==> config.mk <==
export PLATFORM = sky130hd
export DESIGN_NAME = atpf_host
export DESIGN_NICKNAME = d
export VERILOG_FILES = /design/src/atpf_pkg.sv /design/src/atpf_sync.sv /design/src/atpf_host.sv
export SDC_FILE = /design/constraint.sdc
export NUM_CORES = 1
export LEC_CHECK = 0
export ABC_AREA = 1
export BUFFER_PORTS_ARGS = -buffer_cell sky130_fd_sc_hd__buf_4
export CAP_MARGIN = 20
export CELL_PAD_IN_SITES_DETAIL_PLACEMENT = 1
export CELL_PAD_IN_SITES_GLOBAL_PLACEMENT = 1
export CORE_ASPECT_RATIO = 0.7
export CORE_MARGIN = 3
export CORE_UTILIZATION = 35
export CTS_BUF_LIST = sky130_fd_sc_hd__clkbuf_16
export CTS_CLUSTER_DIAMETER = 60
export DETAILED_ROUTE_END_ITERATION = 12
export GPL_ROUTABILITY_DRIVEN = 1
export GPL_TIMING_DRIVEN = 0
export PLACE_DENSITY_LB_ADDON = 0.1
export SLEW_MARGIN = 20
export SYNTH_ARGS = -nofsm -noshare
export SYNTH_HDL_FRONTEND = slang
export SYNTH_SLANG_ARGS = --single-unit
==> constraint.sdc <==
create_clock -name clk -period 1.75 [get_ports clk]
set_input_delay 0.175 -clock clk [delete_from_list [all_inputs] [get_ports clk]]
set_output_delay 0.175 -clock clk [all_outputs]
set_load 0.005 [all_outputs]
==> src/atpf_pkg.sv <==
package atpf_pkg;

	// ==========================================================
	// Field positions inside the header quadlets
	// ==========================================================
	localparam int unsigned SPD_LSB = 16;
	localparam int unsigned TLABEL_LSB = 10;
	localparam int unsigned RETRY_LSB = 8;
	localparam int unsigned TCODE_LSB = 4;
	localparam int unsigned PRIO_LSB = 0;
	localparam int unsigned DESTID_LSB = 16;
	localparam int unsigned RCODE_LSB = 12;
	localparam int unsigned DLEN_LSB = 16;

	// ==========================================================
	// Speed, retry and response codes
	// ==========================================================
	localparam logic [1:0] SPD_100 = 2'h0;
	localparam logic [1:0] SPD_200 = 2'h1;
	localparam logic [1:0] SPD_400 = 2'h2;
	localparam logic [1:0] SPD_RSVD = 2'h3;
	localparam logic [1:0] RETRY_NEW = 2'h0;
	localparam logic [1:0] RETRY_X = 2'h1;
	localparam logic [1:0] RETRY_A = 2'h2;
	localparam logic [1:0] RETRY_B = 2'h3;
	localparam logic [3:0] RC_COMPLETE = 4'h0;
	localparam logic [3:0] RC_CONFLICT = 4'h4;
	localparam logic [3:0] RC_DATA_ERR = 4'h5;
	localparam logic [3:0] RC_TYPE_ERR = 4'h6;
	localparam logic [3:0] RC_ADDR_ERR = 4'h7;

	// ==========================================================
	// Transaction codes
	// ==========================================================
	localparam logic [3:0] TC_WR_QUAD = 4'h0;
	localparam logic [3:0] TC_WR_BLK = 4'h1;
	localparam logic [3:0] TC_WR_RESP = 4'h2;
	localparam logic [3:0] TC_RD_QUAD = 4'h4;
	localparam logic [3:0] TC_RD_BLK = 4'h5;
	localparam logic [3:0] TC_RD_QRESP = 4'h6;
	localparam logic [3:0] TC_RD_BRESP = 4'h7;
	localparam logic [3:0] TC_LOCK_REQ = 4'h9;
	localparam logic [3:0] TC_LOCK_RESP = 4'hB;

	// ==========================================================
	// Header sizes and write pacing
	// ==========================================================
	localparam logic [2:0] HDR_SHORT = 3'h3;
	localparam logic [2:0] HDR_FULL = 3'h4;
	localparam logic [2:0] AUTO_START_QUAD = 3'h3;
	localparam logic [2:0] AUTO_START_BLK = 3'h4;
	localparam logic [2:0] WR_SPACING = 3'h4;
	localparam logic [5:0] TLABEL_RESET = 6'h00;

	// ==========================================================
	// Carriers and state
	// ==========================================================
	typedef struct packed {
		logic [1:0] spd;
		logic [1:0] retry_code;
		logic [3:0] prio;
		logic [3:0] tcode;
		logic [5:0] tlabel;
		logic [9:0] bus;
		logic [5:0] node;
		logic [15:0] off_hi;
		logic [31:0] off_lo;
		logic [3:0] rcode;
		logic [15:0] data_length;
		logic [15:0] ext_tcode;
		logic [31:0] qdata;
		logic auto_hdr;
	} atpf_req_s;

	typedef struct packed {
		logic wr;
		logic sel_last;
		logic [31:0] wdata;
	} atpf_port_s;

	typedef enum logic [1:0] {
		ATPF_IDLE,
		ATPF_HDR,
		ATPF_FETCH,
		ATPF_PAYLOAD
	} atpf_state_e;

	typedef struct packed {
		atpf_state_e st;
		logic [3:0][31:0] hdr;
		logic [2:0] nhdr;
		logic [2:0] idx;
		logic [13:0] pl_left;
		logic [2:0] gap;
		logic [31:0] data;
		logic [5:0] tlabel_ctr;
		atpf_port_s port;
		logic req_ready;
		logic pl_ready;
		logic done;
		logic err;
	} atpf_host_s;

	typedef struct packed {
		logic s1;
		logic s2;
		logic s3;
		logic q;
	} atpf_sync_s;

endpackage : atpf_pkg

==> src/atpf_sync.sv <==
`timescale 1ns/1ns
module atpf_sync (
	input wire logic clk,
	input wire logic rst_n,
	input wire logic d,
	output logic q
);

	atpf_pkg::atpf_sync_s r;
	atpf_pkg::atpf_sync_s next_r;

	// ==========================================================
	// Three stages; the output moves only once stages two and three agree
	// ==========================================================
	always_comb
	begin
		next_r = r;
		next_r.s1 = d;
		next_r.s2 = r.s1;
		next_r.s3 = r.s2;
		if (r.s2 == r.s3)
		begin
			next_r.q = r.s3;
		end
	end

	always_ff @(posedge clk)
	begin
		if (!rst_n)
		begin
			r <= '0;
		end
		else
		begin
			r <= next_r;
		end
	end

	assign q = r.q;

endmodule : atpf_sync

==> src/atpf_host.sv <==
`timescale 1ns/1ns
module atpf_host #(
	parameter bit CABLE = 1'b1
) (
	input wire logic clk,
	input wire logic rst_n,
	input wire logic req_valid,
	output logic req_ready,
	input wire atpf_pkg::atpf_req_s req,
	input wire logic pl_valid,
	output logic pl_ready,
	input wire logic [31:0] pl_data,
	output logic done,
	output logic err,
	output atpf_pkg::atpf_port_s port,
	input wire logic port_busy
);

	atpf_pkg::atpf_host_s r;
	atpf_pkg::atpf_host_s next_r;
	logic busy_s;

	// ==========================================================
	// Code classification
	// ==========================================================
	function automatic logic tc_is_request(input logic [3:0] tc);
		tc_is_request = (tc == atpf_pkg::TC_WR_QUAD) || (tc == atpf_pkg::TC_WR_BLK) ||
			(tc == atpf_pkg::TC_RD_QUAD) || (tc == atpf_pkg::TC_RD_BLK) || (tc == atpf_pkg::TC_LOCK_REQ);
	endfunction : tc_is_request

	function automatic logic tc_has_payload(input logic [3:0] tc);
		tc_has_payload = (tc == atpf_pkg::TC_WR_BLK) || (tc == atpf_pkg::TC_RD_BRESP) ||
			(tc == atpf_pkg::TC_LOCK_REQ) || (tc == atpf_pkg::TC_LOCK_RESP);
	endfunction : tc_has_payload

	function automatic logic tc_auto_ok(input logic [3:0] tc);
		tc_auto_ok = (tc == atpf_pkg::TC_WR_QUAD) || (tc == atpf_pkg::TC_WR_BLK) ||
			(tc == atpf_pkg::TC_RD_QRESP) || (tc == atpf_pkg::TC_RD_BRESP) || (tc == atpf_pkg::TC_LOCK_REQ);
	endfunction : tc_auto_ok

	function automatic logic rcode_bad(input logic [3:0] rc);
		rcode_bad = (rc != atpf_pkg::RC_COMPLETE) && ((rc < atpf_pkg::RC_CONFLICT) || (rc > atpf_pkg::RC_ADDR_ERR));
	endfunction : rcode_bad

	function automatic logic req_bad(input atpf_pkg::atpf_req_s q);
		req_bad = (q.spd == atpf_pkg::SPD_RSVD) ||
			(tc_is_request(q.tcode) && (q.off_lo[1:0] != 2'h0)) ||
			(!tc_is_request(q.tcode) && rcode_bad(q.rcode));
	endfunction : req_bad

	atpf_sync u_busy (
		.clk(clk),
		.rst_n(rst_n),
		.d(port_busy),
		.q(busy_s)
	);

	// ==========================================================
	// Packet sequencer
	// ==========================================================
	always_comb
	begin
		logic [5:0] lbl;
		logic [15:0] pl_words;
		logic last;
		lbl = '0;
		pl_words = '0;
		last = 1'b0;
		next_r = r;
		next_r.port.wr = 1'b0;
		next_r.port.sel_last = 1'b0;
		next_r.done = 1'b0;
		next_r.err = 1'b0;
		if (r.gap != 3'h0)
		begin
			next_r.gap = r.gap - 3'h1;
		end
		case (r.st)
			atpf_pkg::ATPF_IDLE:
			begin
				if (req_valid && r.req_ready)
				begin
					if (req_bad(req))
					begin
						next_r.err = 1'b1;
					end
					else
					begin
						lbl = tc_is_request(req.tcode) ? r.tlabel_ctr : req.tlabel;
						if (tc_is_request(req.tcode))
						begin
							next_r.tlabel_ctr = r.tlabel_ctr + 6'h01;
						end
						next_r.hdr[0] = '0;
						next_r.hdr[0][atpf_pkg::SPD_LSB +: 2] = req.spd;
						next_r.hdr[0][atpf_pkg::TLABEL_LSB +: 6] = lbl;
						next_r.hdr[0][atpf_pkg::RETRY_LSB +: 2] = req.retry_code;
						next_r.hdr[0][atpf_pkg::TCODE_LSB +: 4] = req.tcode;
						next_r.hdr[0][atpf_pkg::PRIO_LSB +: 4] = CABLE ? 4'h0 : req.prio;
						next_r.hdr[1] = '0;
						next_r.hdr[1][atpf_pkg::DESTID_LSB +: 16] = {req.bus, req.node};
						if (tc_is_request(req.tcode))
						begin
							next_r.hdr[1][15:0] = req.off_hi;
							next_r.hdr[2] = req.off_lo;
						end
						else
						begin
							next_r.hdr[1][atpf_pkg::RCODE_LSB +: 4] = req.rcode;
							next_r.hdr[2] = '0;
						end
						if ((req.tcode == atpf_pkg::TC_WR_QUAD) || (req.tcode == atpf_pkg::TC_RD_QRESP))
						begin
							next_r.hdr[3] = req.qdata;
						end
						else
						begin
							next_r.hdr[3] = {req.data_length, req.ext_tcode};
						end
						// Quadlet read requests and write responses stop after three quadlets.
						next_r.nhdr = ((req.tcode == atpf_pkg::TC_WR_RESP) || (req.tcode == atpf_pkg::TC_RD_QUAD)) ?
							atpf_pkg::HDR_SHORT : atpf_pkg::HDR_FULL;
						if (req.auto_hdr && tc_auto_ok(req.tcode))
						begin
							next_r.idx = ((req.tcode == atpf_pkg::TC_WR_QUAD) || (req.tcode == atpf_pkg::TC_RD_QRESP)) ?
								atpf_pkg::AUTO_START_QUAD : atpf_pkg::AUTO_START_BLK;
						end
						else
						begin
							next_r.idx = 3'h0;
						end
						pl_words = req.data_length + 16'h0003;
						next_r.pl_left = tc_has_payload(req.tcode) ? pl_words[15:2] : 14'h0000;
						next_r.req_ready = 1'b0;
						if (next_r.idx < next_r.nhdr)
						begin
							next_r.st = atpf_pkg::ATPF_HDR;
						end
						else if (next_r.pl_left != 14'h0000)
						begin
							next_r.st = atpf_pkg::ATPF_FETCH;
							next_r.pl_ready = 1'b1;
						end
						else
						begin
							next_r.done = 1'b1;
							next_r.req_ready = 1'b1;
						end
					end
				end
			end
			atpf_pkg::ATPF_HDR:
			begin
				if (!busy_s && (r.gap == 3'h0))
				begin
					last = (r.idx == r.nhdr - 3'h1) && (r.pl_left == 14'h0000);
					next_r.port.wr = 1'b1;
					next_r.port.wdata = r.hdr[r.idx];
					next_r.port.sel_last = last;
					next_r.gap = atpf_pkg::WR_SPACING - 3'h1;
					next_r.idx = r.idx + 3'h1;
					if (last)
					begin
						next_r.st = atpf_pkg::ATPF_IDLE;
						next_r.done = 1'b1;
						next_r.req_ready = 1'b1;
					end
					else if (r.idx == r.nhdr - 3'h1)
					begin
						next_r.st = atpf_pkg::ATPF_FETCH;
						next_r.pl_ready = 1'b1;
					end
				end
			end
			atpf_pkg::ATPF_FETCH:
			begin
				if (pl_valid && r.pl_ready)
				begin
					next_r.data = pl_data;
					next_r.pl_ready = 1'b0;
					next_r.st = atpf_pkg::ATPF_PAYLOAD;
				end
			end
			atpf_pkg::ATPF_PAYLOAD:
			begin
				if (!busy_s && (r.gap == 3'h0))
				begin
					last = (r.pl_left == 14'h0001);
					next_r.port.wr = 1'b1;
					next_r.port.wdata = r.data;
					next_r.port.sel_last = last;
					next_r.gap = atpf_pkg::WR_SPACING - 3'h1;
					next_r.pl_left = r.pl_left - 14'h0001;
					if (last)
					begin
						next_r.st = atpf_pkg::ATPF_IDLE;
						next_r.done = 1'b1;
						next_r.req_ready = 1'b1;
					end
					else
					begin
						next_r.st = atpf_pkg::ATPF_FETCH;
						next_r.pl_ready = 1'b1;
					end
				end
			end
			default:
			begin
				next_r.st = atpf_pkg::ATPF_IDLE;
				next_r.req_ready = 1'b1;
			end
		endcase
	end

	always_ff @(posedge clk)
	begin
		if (!rst_n)
		begin
			r <= '0;
			r.st <= atpf_pkg::ATPF_IDLE;
			r.tlabel_ctr <= atpf_pkg::TLABEL_RESET;
			r.req_ready <= 1'b1;
		end
		else
		begin
			r <= next_r;
		end
	end

	assign req_ready = r.req_ready;
	assign pl_ready = r.pl_ready;
	assign done = r.done;
	assign err = r.err;
	assign port = r.port;

	// ==========================================================
	// Checks
	// ==========================================================
	property p_spd_refused;
		@(posedge clk) disable iff (!rst_n)
		(req_valid && req_ready && (req.spd == atpf_pkg::SPD_RSVD)) |=> (err && !port.wr);
	endproperty
	a_spd_refused: assert property (p_spd_refused) else $error("reserved speed not refused");

	property p_align_refused;
		@(posedge clk) disable iff (!rst_n)
		(req_valid && req_ready && tc_is_request(req.tcode) && (req.off_lo[1:0] != 2'h0)) |=> err ##1 req_ready;
	endproperty
	a_align_refused: assert property (p_align_refused) else $error("misaligned offset not refused");

	property p_rcode_refused;
		@(posedge clk) disable iff (!rst_n)
		(req_valid && req_ready && !tc_is_request(req.tcode) && rcode_bad(req.rcode)) |=> err;
	endproperty
	a_rcode_refused: assert property (p_rcode_refused) else $error("reserved response code not refused");

	property p_prio_zero;
		@(posedge clk) disable iff (!rst_n)
		(CABLE && req_valid && req_ready && !req_bad(req)) |=> (r.hdr[0][3:0] == 4'h0);
	endproperty
	a_prio_zero: assert property (p_prio_zero) else $error("priority not zero");

	property p_short_header;
		@(posedge clk) disable iff (!rst_n)
		(req_valid && req_ready && !req_bad(req) && (req.tcode == atpf_pkg::TC_RD_QUAD)) |=>
			(r.nhdr == atpf_pkg::HDR_SHORT) && (r.pl_left == 14'h0000);
	endproperty
	a_short_header: assert property (p_short_header) else $error("read request carries a data quadlet");

	property p_zero_length;
		@(posedge clk) disable iff (!rst_n)
		(req_valid && req_ready && !req_bad(req) && tc_has_payload(req.tcode) && (req.data_length == 16'h0000))
			|=> (r.pl_left == 14'h0000);
	endproperty
	a_zero_length: assert property (p_zero_length) else $error("zero length block expects payload");

	property p_last_closes;
		@(posedge clk) disable iff (!rst_n)
		(port.wr && port.sel_last) |-> (done && req_ready && !pl_ready);
	endproperty
	a_last_closes: assert property (p_last_closes) else $error("last register write does not end packet");

	property p_busy_respected;
		@(posedge clk) disable iff (!rst_n)
		port.wr |-> ($past(busy_s) == 1'b0) && !$past(port.wr);
	endproperty
	a_busy_respected: assert property (p_busy_respected) else $error("write issued while device busy");

	property p_lane_zero;
		@(posedge clk) disable iff (!rst_n)
		(pl_valid && pl_ready) |=> (r.data == $past(pl_data)) ##[1:300] (port.wr && (port.wdata == $past(r.data)));
	endproperty
	a_lane_zero: assert property (p_lane_zero) else $error("payload quadlet altered");

endmodule : atpf_host

# Yosys cells after proc, flatten, opt, wreduce, memory -nomap -nowiden
# Index checks and enable logic that the tools add are counted.
# totals
regBits	215
elab_cells	161
in_bits	188
out_inout_bits	38
# classes
n_reduce_logical	47
add_sub_neg	6
muxes	52
n_bitwise	1
n_eq_ne	29
order_cmp	4
# op_table
operator	n
$mux 150	2
$mux 32	3
$mux 37	2
$pmux 34 s2	1
$bmux 32 s2	1
$mux 3	11
$pmux 14 s2	1
$ne 2x2->1 const B	12
$mux 17	1
$add 16x2->16 const B	1
$eq 4x3->1 const B	4
$mux 2	8
$logic_or 1x1->1	15
$eq 14x1->1 const B	1
$logic_not 14->1	1
$mux 14	1
$reduce_and 7->1	2
$reduce_bool 14->1	1
$sub 14x1->14 const B	1
$mux 12	1
$pmux 3 s2	2
$reduce_and 4->1	3
$mux 1	11
$reduce_and 10->1	1
31 further kinds	52

# Depth between registers and ports, before layout
# Gate-level depths: netlist of run 1.
# logic_depth
word_depth	16
mapped_depth	17
mapped_depth_nobuf	15

# Cells and area by module
# From an unflattened synthesis of run 1, not the netlist that was laid out.
# unflattened
hier_cells	1497
area_unflattened_um2	10306.1
# by_module_without_submodules
module	seq_area_each_um2	cells_per_inst	area_per_inst_um2	n_inst
atpf_host	4204.0	1484	10189.8	1
atpf_sync	80.1	13	116.4	1

# Worst setup path before layout of run 1
# Ideal clock, no wire load.
# synth_path
kind	reg-to-reg
from	register r[76] (netlist name)
to	register r[88] (netlist name)
arrival_ps	1821
period_less_slack_ps	1891
stages_incl_launch_ff	15
setup_slack_ps	-141
required_time_ps	1680
setup_ps	70
path_buffers	0
cell_sequence	dfxtp_1 > inv_1 > ha_1 > inv_1 > nor2_1 > inv_1 > nor2_1 > nand2_2 > nor2_4 > clkinv_1 > a21oi_1 > o21ai_0 > nand2_1 > o21ai_0 > a21oi_1
# synth_between
elab_chain_len	4
# synth_lines
element	line_no	rtl
start: declaration	atpf_host.sv:19	atpf_pkg::atpf_host_s r;
start signal: assignment	atpf_host.sv:226	r <= next_r;
$logic_not 3->1	atpf_host.sv:186	if (!busy_s && (r.gap == 3'h0))
$logic_and 1x1->1	atpf_host.sv:186	
$ne 2x2->1 (no source line)	n/a	
$reduce_and 4->1 (no source line)	n/a	
# No other way between the ends.
# A chain may end at the register's enable or synchronous reset.

# Worst setup path after layout of run 1
# Ends and elaborated chain as after synthesis.

==> metrics.md, run 1 <==
| Metric | Value |
|---|---|
| Vias/cell | 5.382 |
| Synth top area cells | dfxtp_1 (42%), nand2_1 (12%), o21ai_0 (8.6%) |
| Startpoint types | register |
| Hold Crit Class | in -> reg |
| Period minus WS final | 1.957 ns |
| DRC | 0 |
| Initial DRC Count | 926 |
| Pre-antenna DRT Iters | 6 |
| Post-DP HPWL | 33,380 um |
| Vias | 12,560 |
| Most used standard cell by instance count after synthesis | nand2_1 |
| CP Max Fanout | 5 |
| Overall power | 0.01331 W |
| Setup WS post-layout | -0.2070 ns |
| Top-area cell type share of the netlist area | 41.90% |
| Die width | 210.3 um |
| DRT antenna net count | 0 |
| First-pass GRT wire length | 74,660 um |
| Inserted Clock Buffers | 24 |
| Worst Hold Path EP | r[158] |
| Synthesis-to-layout area growth | 57.75% |
| Crit path kind | reg -> reg |
| Worst Max-Slew Pin Slew | 1.124 ns |
| Layout cell share with drive strength beyond 1 | 27.84% |
| I/O pin cnt | 226 |
| Max-cap violations | 0 |
| Die area | 31,330 um2 |
| Leak | 6.952 nW |
| TritonCTS clock tree | done |
| RSZ-0062 raised after global routing | yes |
| Worst endpoint required time | 2.19 ns |
| Mapped Area | 10,220 um2 |
| Clk sink count | 214 |
| Total routed wirelength | 50,170 um |
| Post-placement cell count | 2,079 |
| Starting Density | 36.17% |
| Hold_sp | req[128] |
| Area of the core | 28,270 um2 |
| Cell count of the worst hold path | 3 |
| Root Driver | clkbuf_16 |
| Worst EP arrival | 2.40 ns |
| Final Skew | 0.01241 ns |
| Synth Instances | 1,488 |
| Worst vdd ir | 0.7531 mV |
| Register-to-Register Setup Slack | -0.21 ns |
| Failing checks | setup timing |
| R2R Path End | r[88] |
| Max-slew violations | 0 |
| Main synth FF type | dfxtp_1 |
| GR Overflow Total | 0 |
| Number of synthesized flops with an enable pin | 0 |
| DR WL/cell | 21.50 um |
| Crit end category | register |
| Rel. slew slack | 25.08% |
| Synth Warn # | 0 |
| Post-synthesis cell type count | 38 |
| Synth area leader | dfxtp_1 |
| Nets | 2,143 |
| Tcrit/Tclk final | 111.8% |
| Post-synth top cells | nand2_1 (326), nor2_1 (215), dfxtp_1 (214), o21ai_0 (176), inv_1 (86) |
| Register clock-pin slew on the reported worst setup and hold paths | 0.07 ns |
| Syn Area/Cell | 6.872 um2 |
| CTS max path bufs | 3 |
| Fmax | 0.5110 GHz |
| Initial antenna violation count | 2 |
| Filler cells | 3,497 |
| Largest net degree at the start of global routing | 14 |
| Endpoints failing setup | 42 |
| Status | finished, violations left |
| Die Ht | 149 um |
| Syn_nets | 1,684 |
| Routability cong. | 0.9387 |
| CP Launch Point | r[76] |
| Seq/Total Area, Yosys | 41.90% |
| Number of port buffers | 220 |
| PwrDens | 825.0 nW/um2 |
| H-tree lvl count | 1 |
| Row Count | 51 |
| Vias in the first global route | 13,090 |
| Final Instance Count excl. Fillers | 2,333 |
| FF-to-FF path depth | 16 |
| Post-synth ARST share | 0% |
| Worst flop-to-flop path startpoint | r[76] |
| Yosys reg bits | 214 |
| Worst-Skew Late Latency | 0.51 ns |
| Endpoints failing hold | 0 |
| Total GRT Usage | 30.54% |
==> layer usage <==
| metal | share of wire [%] | GRT usage, % | vias to the layer above |
|---|---|---|---|
| met1 | 45 | 41.40 | 6184 |
| met4 | 3.0 | 9.195 | 0 |
| met2 | 46 | 50.34 | 422 |
| li1 | - | - | 5857 |
| met5 | 0 | 0 | - |
| met3 | 6.0 | 4.940 | 93 |
==> cells by family after synthesis <==
| family | after synthesis | synth area share [%] |
|---|---|---|
| and+or+nand+nor | 659 | 26.17 |
| AOI/OAI and AO/OA | 376 | 20.02 |
| buffers and inverters | 220 | 9.985 |
| DFF | 214 | 41.90 |
| xor gates and xnor gates | 11 | 0.9422 |
| adders and majority gates | 8 | 0.9790 |
==> through the flow <==
step	worst slack [ns]	cell area, um2	hold slack (ns)	utilization (%)	setup TNS, ns
4_1_cts	-0.1778	15680	0.0008996	55.48	-2.802
5_1_grt	-0.2893	16130	0.01283	57.06	-7.066
3_5_place_dp	-0.8417	12380	0.3694	43.79	-107.50
6_report	-0.2070	16130	0.009800	57.06	-3.516
3_3_place_gp	-0.7409	12380	0.3678	43.79	-101.20
2_1_floorplan	-0.001781	10260	0.2726	-	-0.001781
==> cell usage in the layout (no fill, tap or decap), types with 5 or more instances in the layout <==
| master | netlist | routed |
|---|---|---|
| a21oi_1 | 85 | 79 |
| a21oi_2 | 1 | 7 |
| a31oi_1 | 69 | 64 |
| a31oi_4 | 0 | 5 |
| buf_12 | 0 | 7 |
| buf_2 | 21 | 7 |
| buf_4 | 37 | 296 |
| buf_6 | 4 | 25 |
| buf_8 | 0 | 10 |
| clkbuf_1 | 67 | 36 |
| clkbuf_16 | 0 | 27 |
| clkbuf_2 | 0 | 10 |
| clkbuf_4 | 0 | 7 |
| dfxtp_1 | 214 | 208 |
| dlygate4sd3_1 | 0 | 159 |
| ha_1 | 8 | 6 |
| inv_1 | 86 | 79 |
| inv_2 | 3 | 12 |
| nand2_1 | 326 | 273 |
| nand2_2 | 1 | 44 |
| nand2_4 | 2 | 12 |
| nand3_1 | 74 | 71 |
| nand4_1 | 10 | 10 |
| nor2_1 | 215 | 195 |
| nor2_2 | 3 | 11 |
| nor2_4 | 3 | 15 |
| nor3_1 | 20 | 15 |
| o21ai_0 | 176 | 160 |
| o21ai_1 | 6 | 14 |
| o21ai_2 | 1 | 7 |
| o22ai_1 | 23 | 17 |
| o22ai_2 | 0 | 6 |
| xor2_1 | 7 | 6 |
==> state kept, by name, indices dropped and copies added, names as in the netlist <==
register	count
u_busy.next_r	2
pl_ready	1
port	34
u_busy.r	1
done	1
req_ready	1
r	172
err	1
u_busy.q	1
==> critical path: stages, from the launching register on <==
cell and delay [ns]:
dfxtp_2 0.34, inv_2 0.08, ha_4 0.13, inv_2 0.04, nor2_4 0.09, inv_2 0.06, nor2_4 0.11, nand2_4 0.10
nor2_4 0.14, buf_12 0.14, buf_12 0.12, clkinv_8 0.05, a21oi_2 0.11, o21ai_1 0.09, nand2_1 0.07, o21ai_1 0.06
a21oi_1 0.15
==> worst max-delay path by stage <==
stage,to,slack (ns),cells past startpoint
finish,r[88],-0.21,16
global route,r[92],-0.29,11
CTS,r[84],-0.18,14
detailed placement,r[227],-0.84,11
global placement,r[227],-0.74,11
floorplan,r[88],-0.002,14
==> what timing repair did <==
action / in CTS / in global routing
hold endpoints to repair: 137 / 0
pin swaps: 44 / 34
setup endpoints to repair: 207 / 183
buffers inserted: 35 / 18
cloned: 8 / 2
hold buffers: 159 / 0
gates resized for setup: 186 / 122
==> area by class of cell <==
cell class              instances  area, um2  area share, %
multi-input cells            1054       5502          34.11
clock buffers                  25      625.6          3.879
inverters                      90      352.8          2.188
clock inverters                15      127.6         0.7912
flip-flops and latches        214       4297          26.64
repair inverters                1      8.758        0.05430
well taps                     371      464.2          2.878
diodes                          1      2.502        0.01551
repair buffers                437       3847          23.85
plain buffers                 125      902.1          5.593
==> power breakdown <==
part	leakage (nW)	internal (W)	switching, W
clock network	0.381	0.00287	0.00213
logic	4.83	0.00133	0.00169
registers	1.74	0.00510	0.000178
No activity file was read; power rests on OpenSTA's default activity.
==> inputs of run 2 (changes only) <==
- SLEW_MARGIN: 20 -> 30
- SYNTH_HIERARCHICAL: default -> 1
==> run 2 against run 1 <==
  * The flow still finishes with violations (setup timing)
  * Count of clock-buffer cells in the layout is 2 lower
  * Sequential share of layout area is 0.19 points lower
  * Combinational power is 2% higher
  * Power is 2.9% lower
  * Flip-flop and latch count stayed put
==> metrics.md, run 2 <==
| Metric | Value |
|---|---|
| Vias in the first global route | 13,110 (+0.12%) |
| Synth top area cells | dfxtp_1 (42%), nand2_1 (13%), o21ai_0 (9.8%) |
| Main synth FF type | dfxtp_1 |
| Overall power | 0.01292 W (-2.9%) |
| DRT antenna net count | 0 (unchanged) |
| Layout cell share with drive strength beyond 1 | 30.25% (+2.4 points) |
| Filler cells | 3,444 (-1.5%) |
| Most common cell after layout, fill and taps aside | buf_4 |
| TritonCTS clock tree | done |
| Starting Density | 36.29% (+0.12 points) |
| Initial DRC Count | 751 (-19%) |
| GR Overflow Total | 0 (unchanged) |
| Worst-Skew Late Latency | 0.52 ns (about the same) |
| Max-slew violations | 0 (unchanged) |
| Endpoints failing hold | 0 (unchanged) |
| Root Driver | clkbuf_16 |
| Vias/cell | 5.351 (-0.58%) |
| Most used standard cell by instance count after synthesis | nand2_1 |
| Yosys reg bits | 214 (unchanged) |
| Xor-xnor portion of the synthesized cell area | 0.9348% (-0.0074 points) |
| Crit path kind | reg -> reg |
| Nets | 2,139 (-0.19%) |
| Top Metal Used | met4 |
| Post-synth top cells | nand2_1 (344), dfxtp_1 (214), o21ai_0 (201), nor2_1 (163), a21oi_1 (125) |
| Worst Max-Slew Pin Slew | 0.9287 ns (-0.1951 ns) |
| Rel. slew slack | 38.09% (+13 points) |
| Max-cap violations | 0 (unchanged) |
| Post-DP HPWL | 33,040 um (-1.0%) |
| Flop pwr share | 40.6% (+0.9 points) |
| Net Switching | 0.003946 W (-1.4%) |
| Setup TNS | -2.506 ns (+1.010 ns) |
| Setup WS post-layout | -0.1317 ns (+0.07532 ns) |
| First-pass GRT wire length | 73,720 um (-1.3%) |
| Hold Crit Class | in -> reg |
| Total routed wirelength | 50,470 um (+0.61%) |
| Top-area cell type share of the netlist area | 41.57% (-0.33 points) |
| DRT met1 WL | 22,320 um (-0.44%) |
| Row Count | 51 (unchanged) |
| DRC | 0 (unchanged) |
| Synth Warn # | 6 (+6) |
| Mux cell area share after synthesis | 0% (unchanged) |
| Worst EP arrival | 2.33 ns (-0.07 ns) |
| Seq/Total Area, Yosys | 41.57% (-0.33 points) |
| Fraction of the mapped netlist area in simple logic gates | 23.94% (-2.2 points) |
| Routability cong. | 0.8927 (-4.9%) |
| Syn Area/Cell | 6.885 um2 (+0.19%) |
| Most frequent cells in the layout | buf_4 (286), nand2_1 (275), dfxtp_1 (208), o21ai_0 (180), dlygate4sd3_1 (150) |
| Fmax | 0.5314 GHz (+4.0%) |
| Period minus WS final | 1.882 ns (-0.07532 ns) |
| Met2 wire len | 23,770 um (+2.3%) |
| CTS max path bufs | 3 (unchanged) |
| Switching Fraction | 30.53% (+0.46 points) |
| Number of port buffers | 220 (unchanged) |
| Synthesis-to-layout area growth | 57.63% (about the same) |
| Post-synthesis cell type count | 40 (+5.3%) |
| Die Ht | 149.6 um (+0.38%) |
| Total GRT Usage | 29.94% (-0.60 points) |
| Tcrit/Tclk final | 107.5% (-4.3 points) |
| Post-synth ARST share | 0% (unchanged) |
| Synth Instances | 1,497 (+0.60%) |
| Largest family of logic cells by synthesized area | simple AND/OR/NAND/NOR gates |
| Largest net degree at the start of global routing | 14 (unchanged) |
| Pre-antenna DRT Iters | 7 (+1) |
| Post-Synth Adder-Cell Area | 0.9712% (-0.0077 points) |
| Vias | 12,460 (-0.75%) |
| DR WL/cell | 21.67 um (+0.78%) |
| Final Skew | 0.01228 ns (-0.0001333 ns) |
| Largest register by flop count | r |
| RSZ-0062 raised after global routing | yes |
| Syn_nets | 1,693 (+0.53%) |
| Clk sink count | 214 (unchanged) |
| Compound-cell area share of the yosys netlist | 21.93% (+1.9 points) |
| I/O pin cnt | 226 (unchanged) |
| Routed wl met3 | 2902 um (-3.3%) |
| Crit end category | register |
| Mapped Area | 10,310 um2 (+0.80%) |
| Number of synthesized flops with an enable pin | 0 (unchanged) |
| Die width | 211.1 um (+0.39%) |
| Register clock-pin slew on the reported worst setup and hold paths | 0.07 ns (about the same) |
| Worst vdd ir | 0.5729 mV (-24%) |
| PwrDens | 795.6 nW/um2 (-3.6%) |
| Initial antenna violation count | 1 (-1) |
| Area of the core | 28,400 um2 (+0.45%) |
| Gate power share | 23.7% (+1.0 points) |
| H-tree lvl count | 1 (unchanged) |
| Max FFs per register | 172 (unchanged) |
| Startpoint types | register |
| Inserted Clock Buffers | 23 (-4.2%) |
| Leak | 7.072 nW (+1.7%) |
| Endpoints failing setup | 52 (+24%) |
| Failing checks | setup timing |
| Die area | 31,570 um2 (+0.77%) |
| Worst endpoint required time | 2.20 ns (about the same) |
| Status | finished, violations left |
| Clock network power share | 35.7% (-1.9 points) |
| CP Max Fanout | 6 (+1) |
| Synth area leader | dfxtp_1 |
| Cell-internal power | 0.008978 W (-3.5%) |
==> run 2: cell type report <==
| type | count | area, um2 | area share (%) |
|---|---|---|---|
| inverter | 112 | 449.2 | 2.765 |
| clock inverter | 16 | 102.6 | 0.6315 |
| tap | 371 | 464.2 | 2.857 |
| multi-input combinational | 1043 | 5650 | 34.78 |
| clock buffer | 23 | 575.6 | 3.543 |
| timing repair buffer | 423 | 3782 | 23.28 |
| buffer | 126 | 922.1 | 5.676 |
| sequential | 214 | 4297 | 26.45 |
| antenna | 1 | 2.502 | 0.01540 |
==> run 2: power groups by stage <==
stage / clock network [W] / registers (W) / logic (W)
5_1_grt: 0.00483 / 0.00526 / 0.00328
3_3_place_gp: 0 / 0.00531 / 0.00199
2_1_floorplan: 0 / 0.00527 / 0.00112
4_1_cts: 0.00462 / 0.00523 / 0.00269
6_report: 0.00461 / 0.00525 / 0.00307
3_5_place_dp: 0 / 0.00532 / 0.00204
==> run 2: kinds of logic after synthesis <==
kind of cell,after synthesis
simple gates,603
compound gates,421
buf+inv,240
flops,214
xor+xnor,11
fa+ha+maj,8
==> run 2: critical path: stages, from the launching register on <==
cell	delay (ns)
dfxtp_2	0.32
inv_2	0.08
ha_4	0.13
inv_2	0.04
nor2_4	0.09
inv_2	0.06
nor2_4	0.14
inv_4	0.07
nor2_4	0.19
clkbuf_16	0.22
o21ai_2	0.07
o22ai_2	0.17
nand2_1	0.11
a21oi_2	0.12
==> run 2: path summary, 6_finish.rpt <==
kind                  from      to  slack (ns)  cells past startpoint
hold / removal    req[140]  r[104]        0.03                      3
setup reg to reg     r[76]   r[87]       -0.13                     13
setup / recovery     r[76]   r[87]       -0.13                     13
hold reg to reg     r[164]  r[164]        0.45                      2
==> run 2: through the flow <==
step | area (um2) | setup WS [ns] | hold slack (ns) | cells | util (%)
final | 16250 | -0.1317 | 0.03094 | 2329 | 57.21
after global routing | 16250 | -0.2407 | 0.04745 | 2329 | 57.21
after CTS | 15340 | -0.1592 | 0.01243 | 2308 | 54.01
after detailed placement | 12440 | -0.7618 | 0.3681 | 2088 | 43.81
after global placement | 12440 | -0.7404 | 0.3628 | 2088 | 43.81
after floorplan | 10320 | 0.004074 | 0.2685 | 1497 | -
==> run 2: metal layers <==
layer	GRT usage [%]	vias to the layer above
met3	4.254	85
met2	50.37	416
met5	0	-
met1	40.34	6140
li1	-	5821
met4	8.364	0
==> run 2: timing repair <==
item | CTS | global route
gates cloned | 6 | 4
hold buffers | 150 | 0
setup buffers | 25 | 19
endpoints found under the setup margin | 203 | 183
endpoints found under the hold margin | 127 | 0
pin swaps | 28 | 79
gates resized for setup | 128 | 257
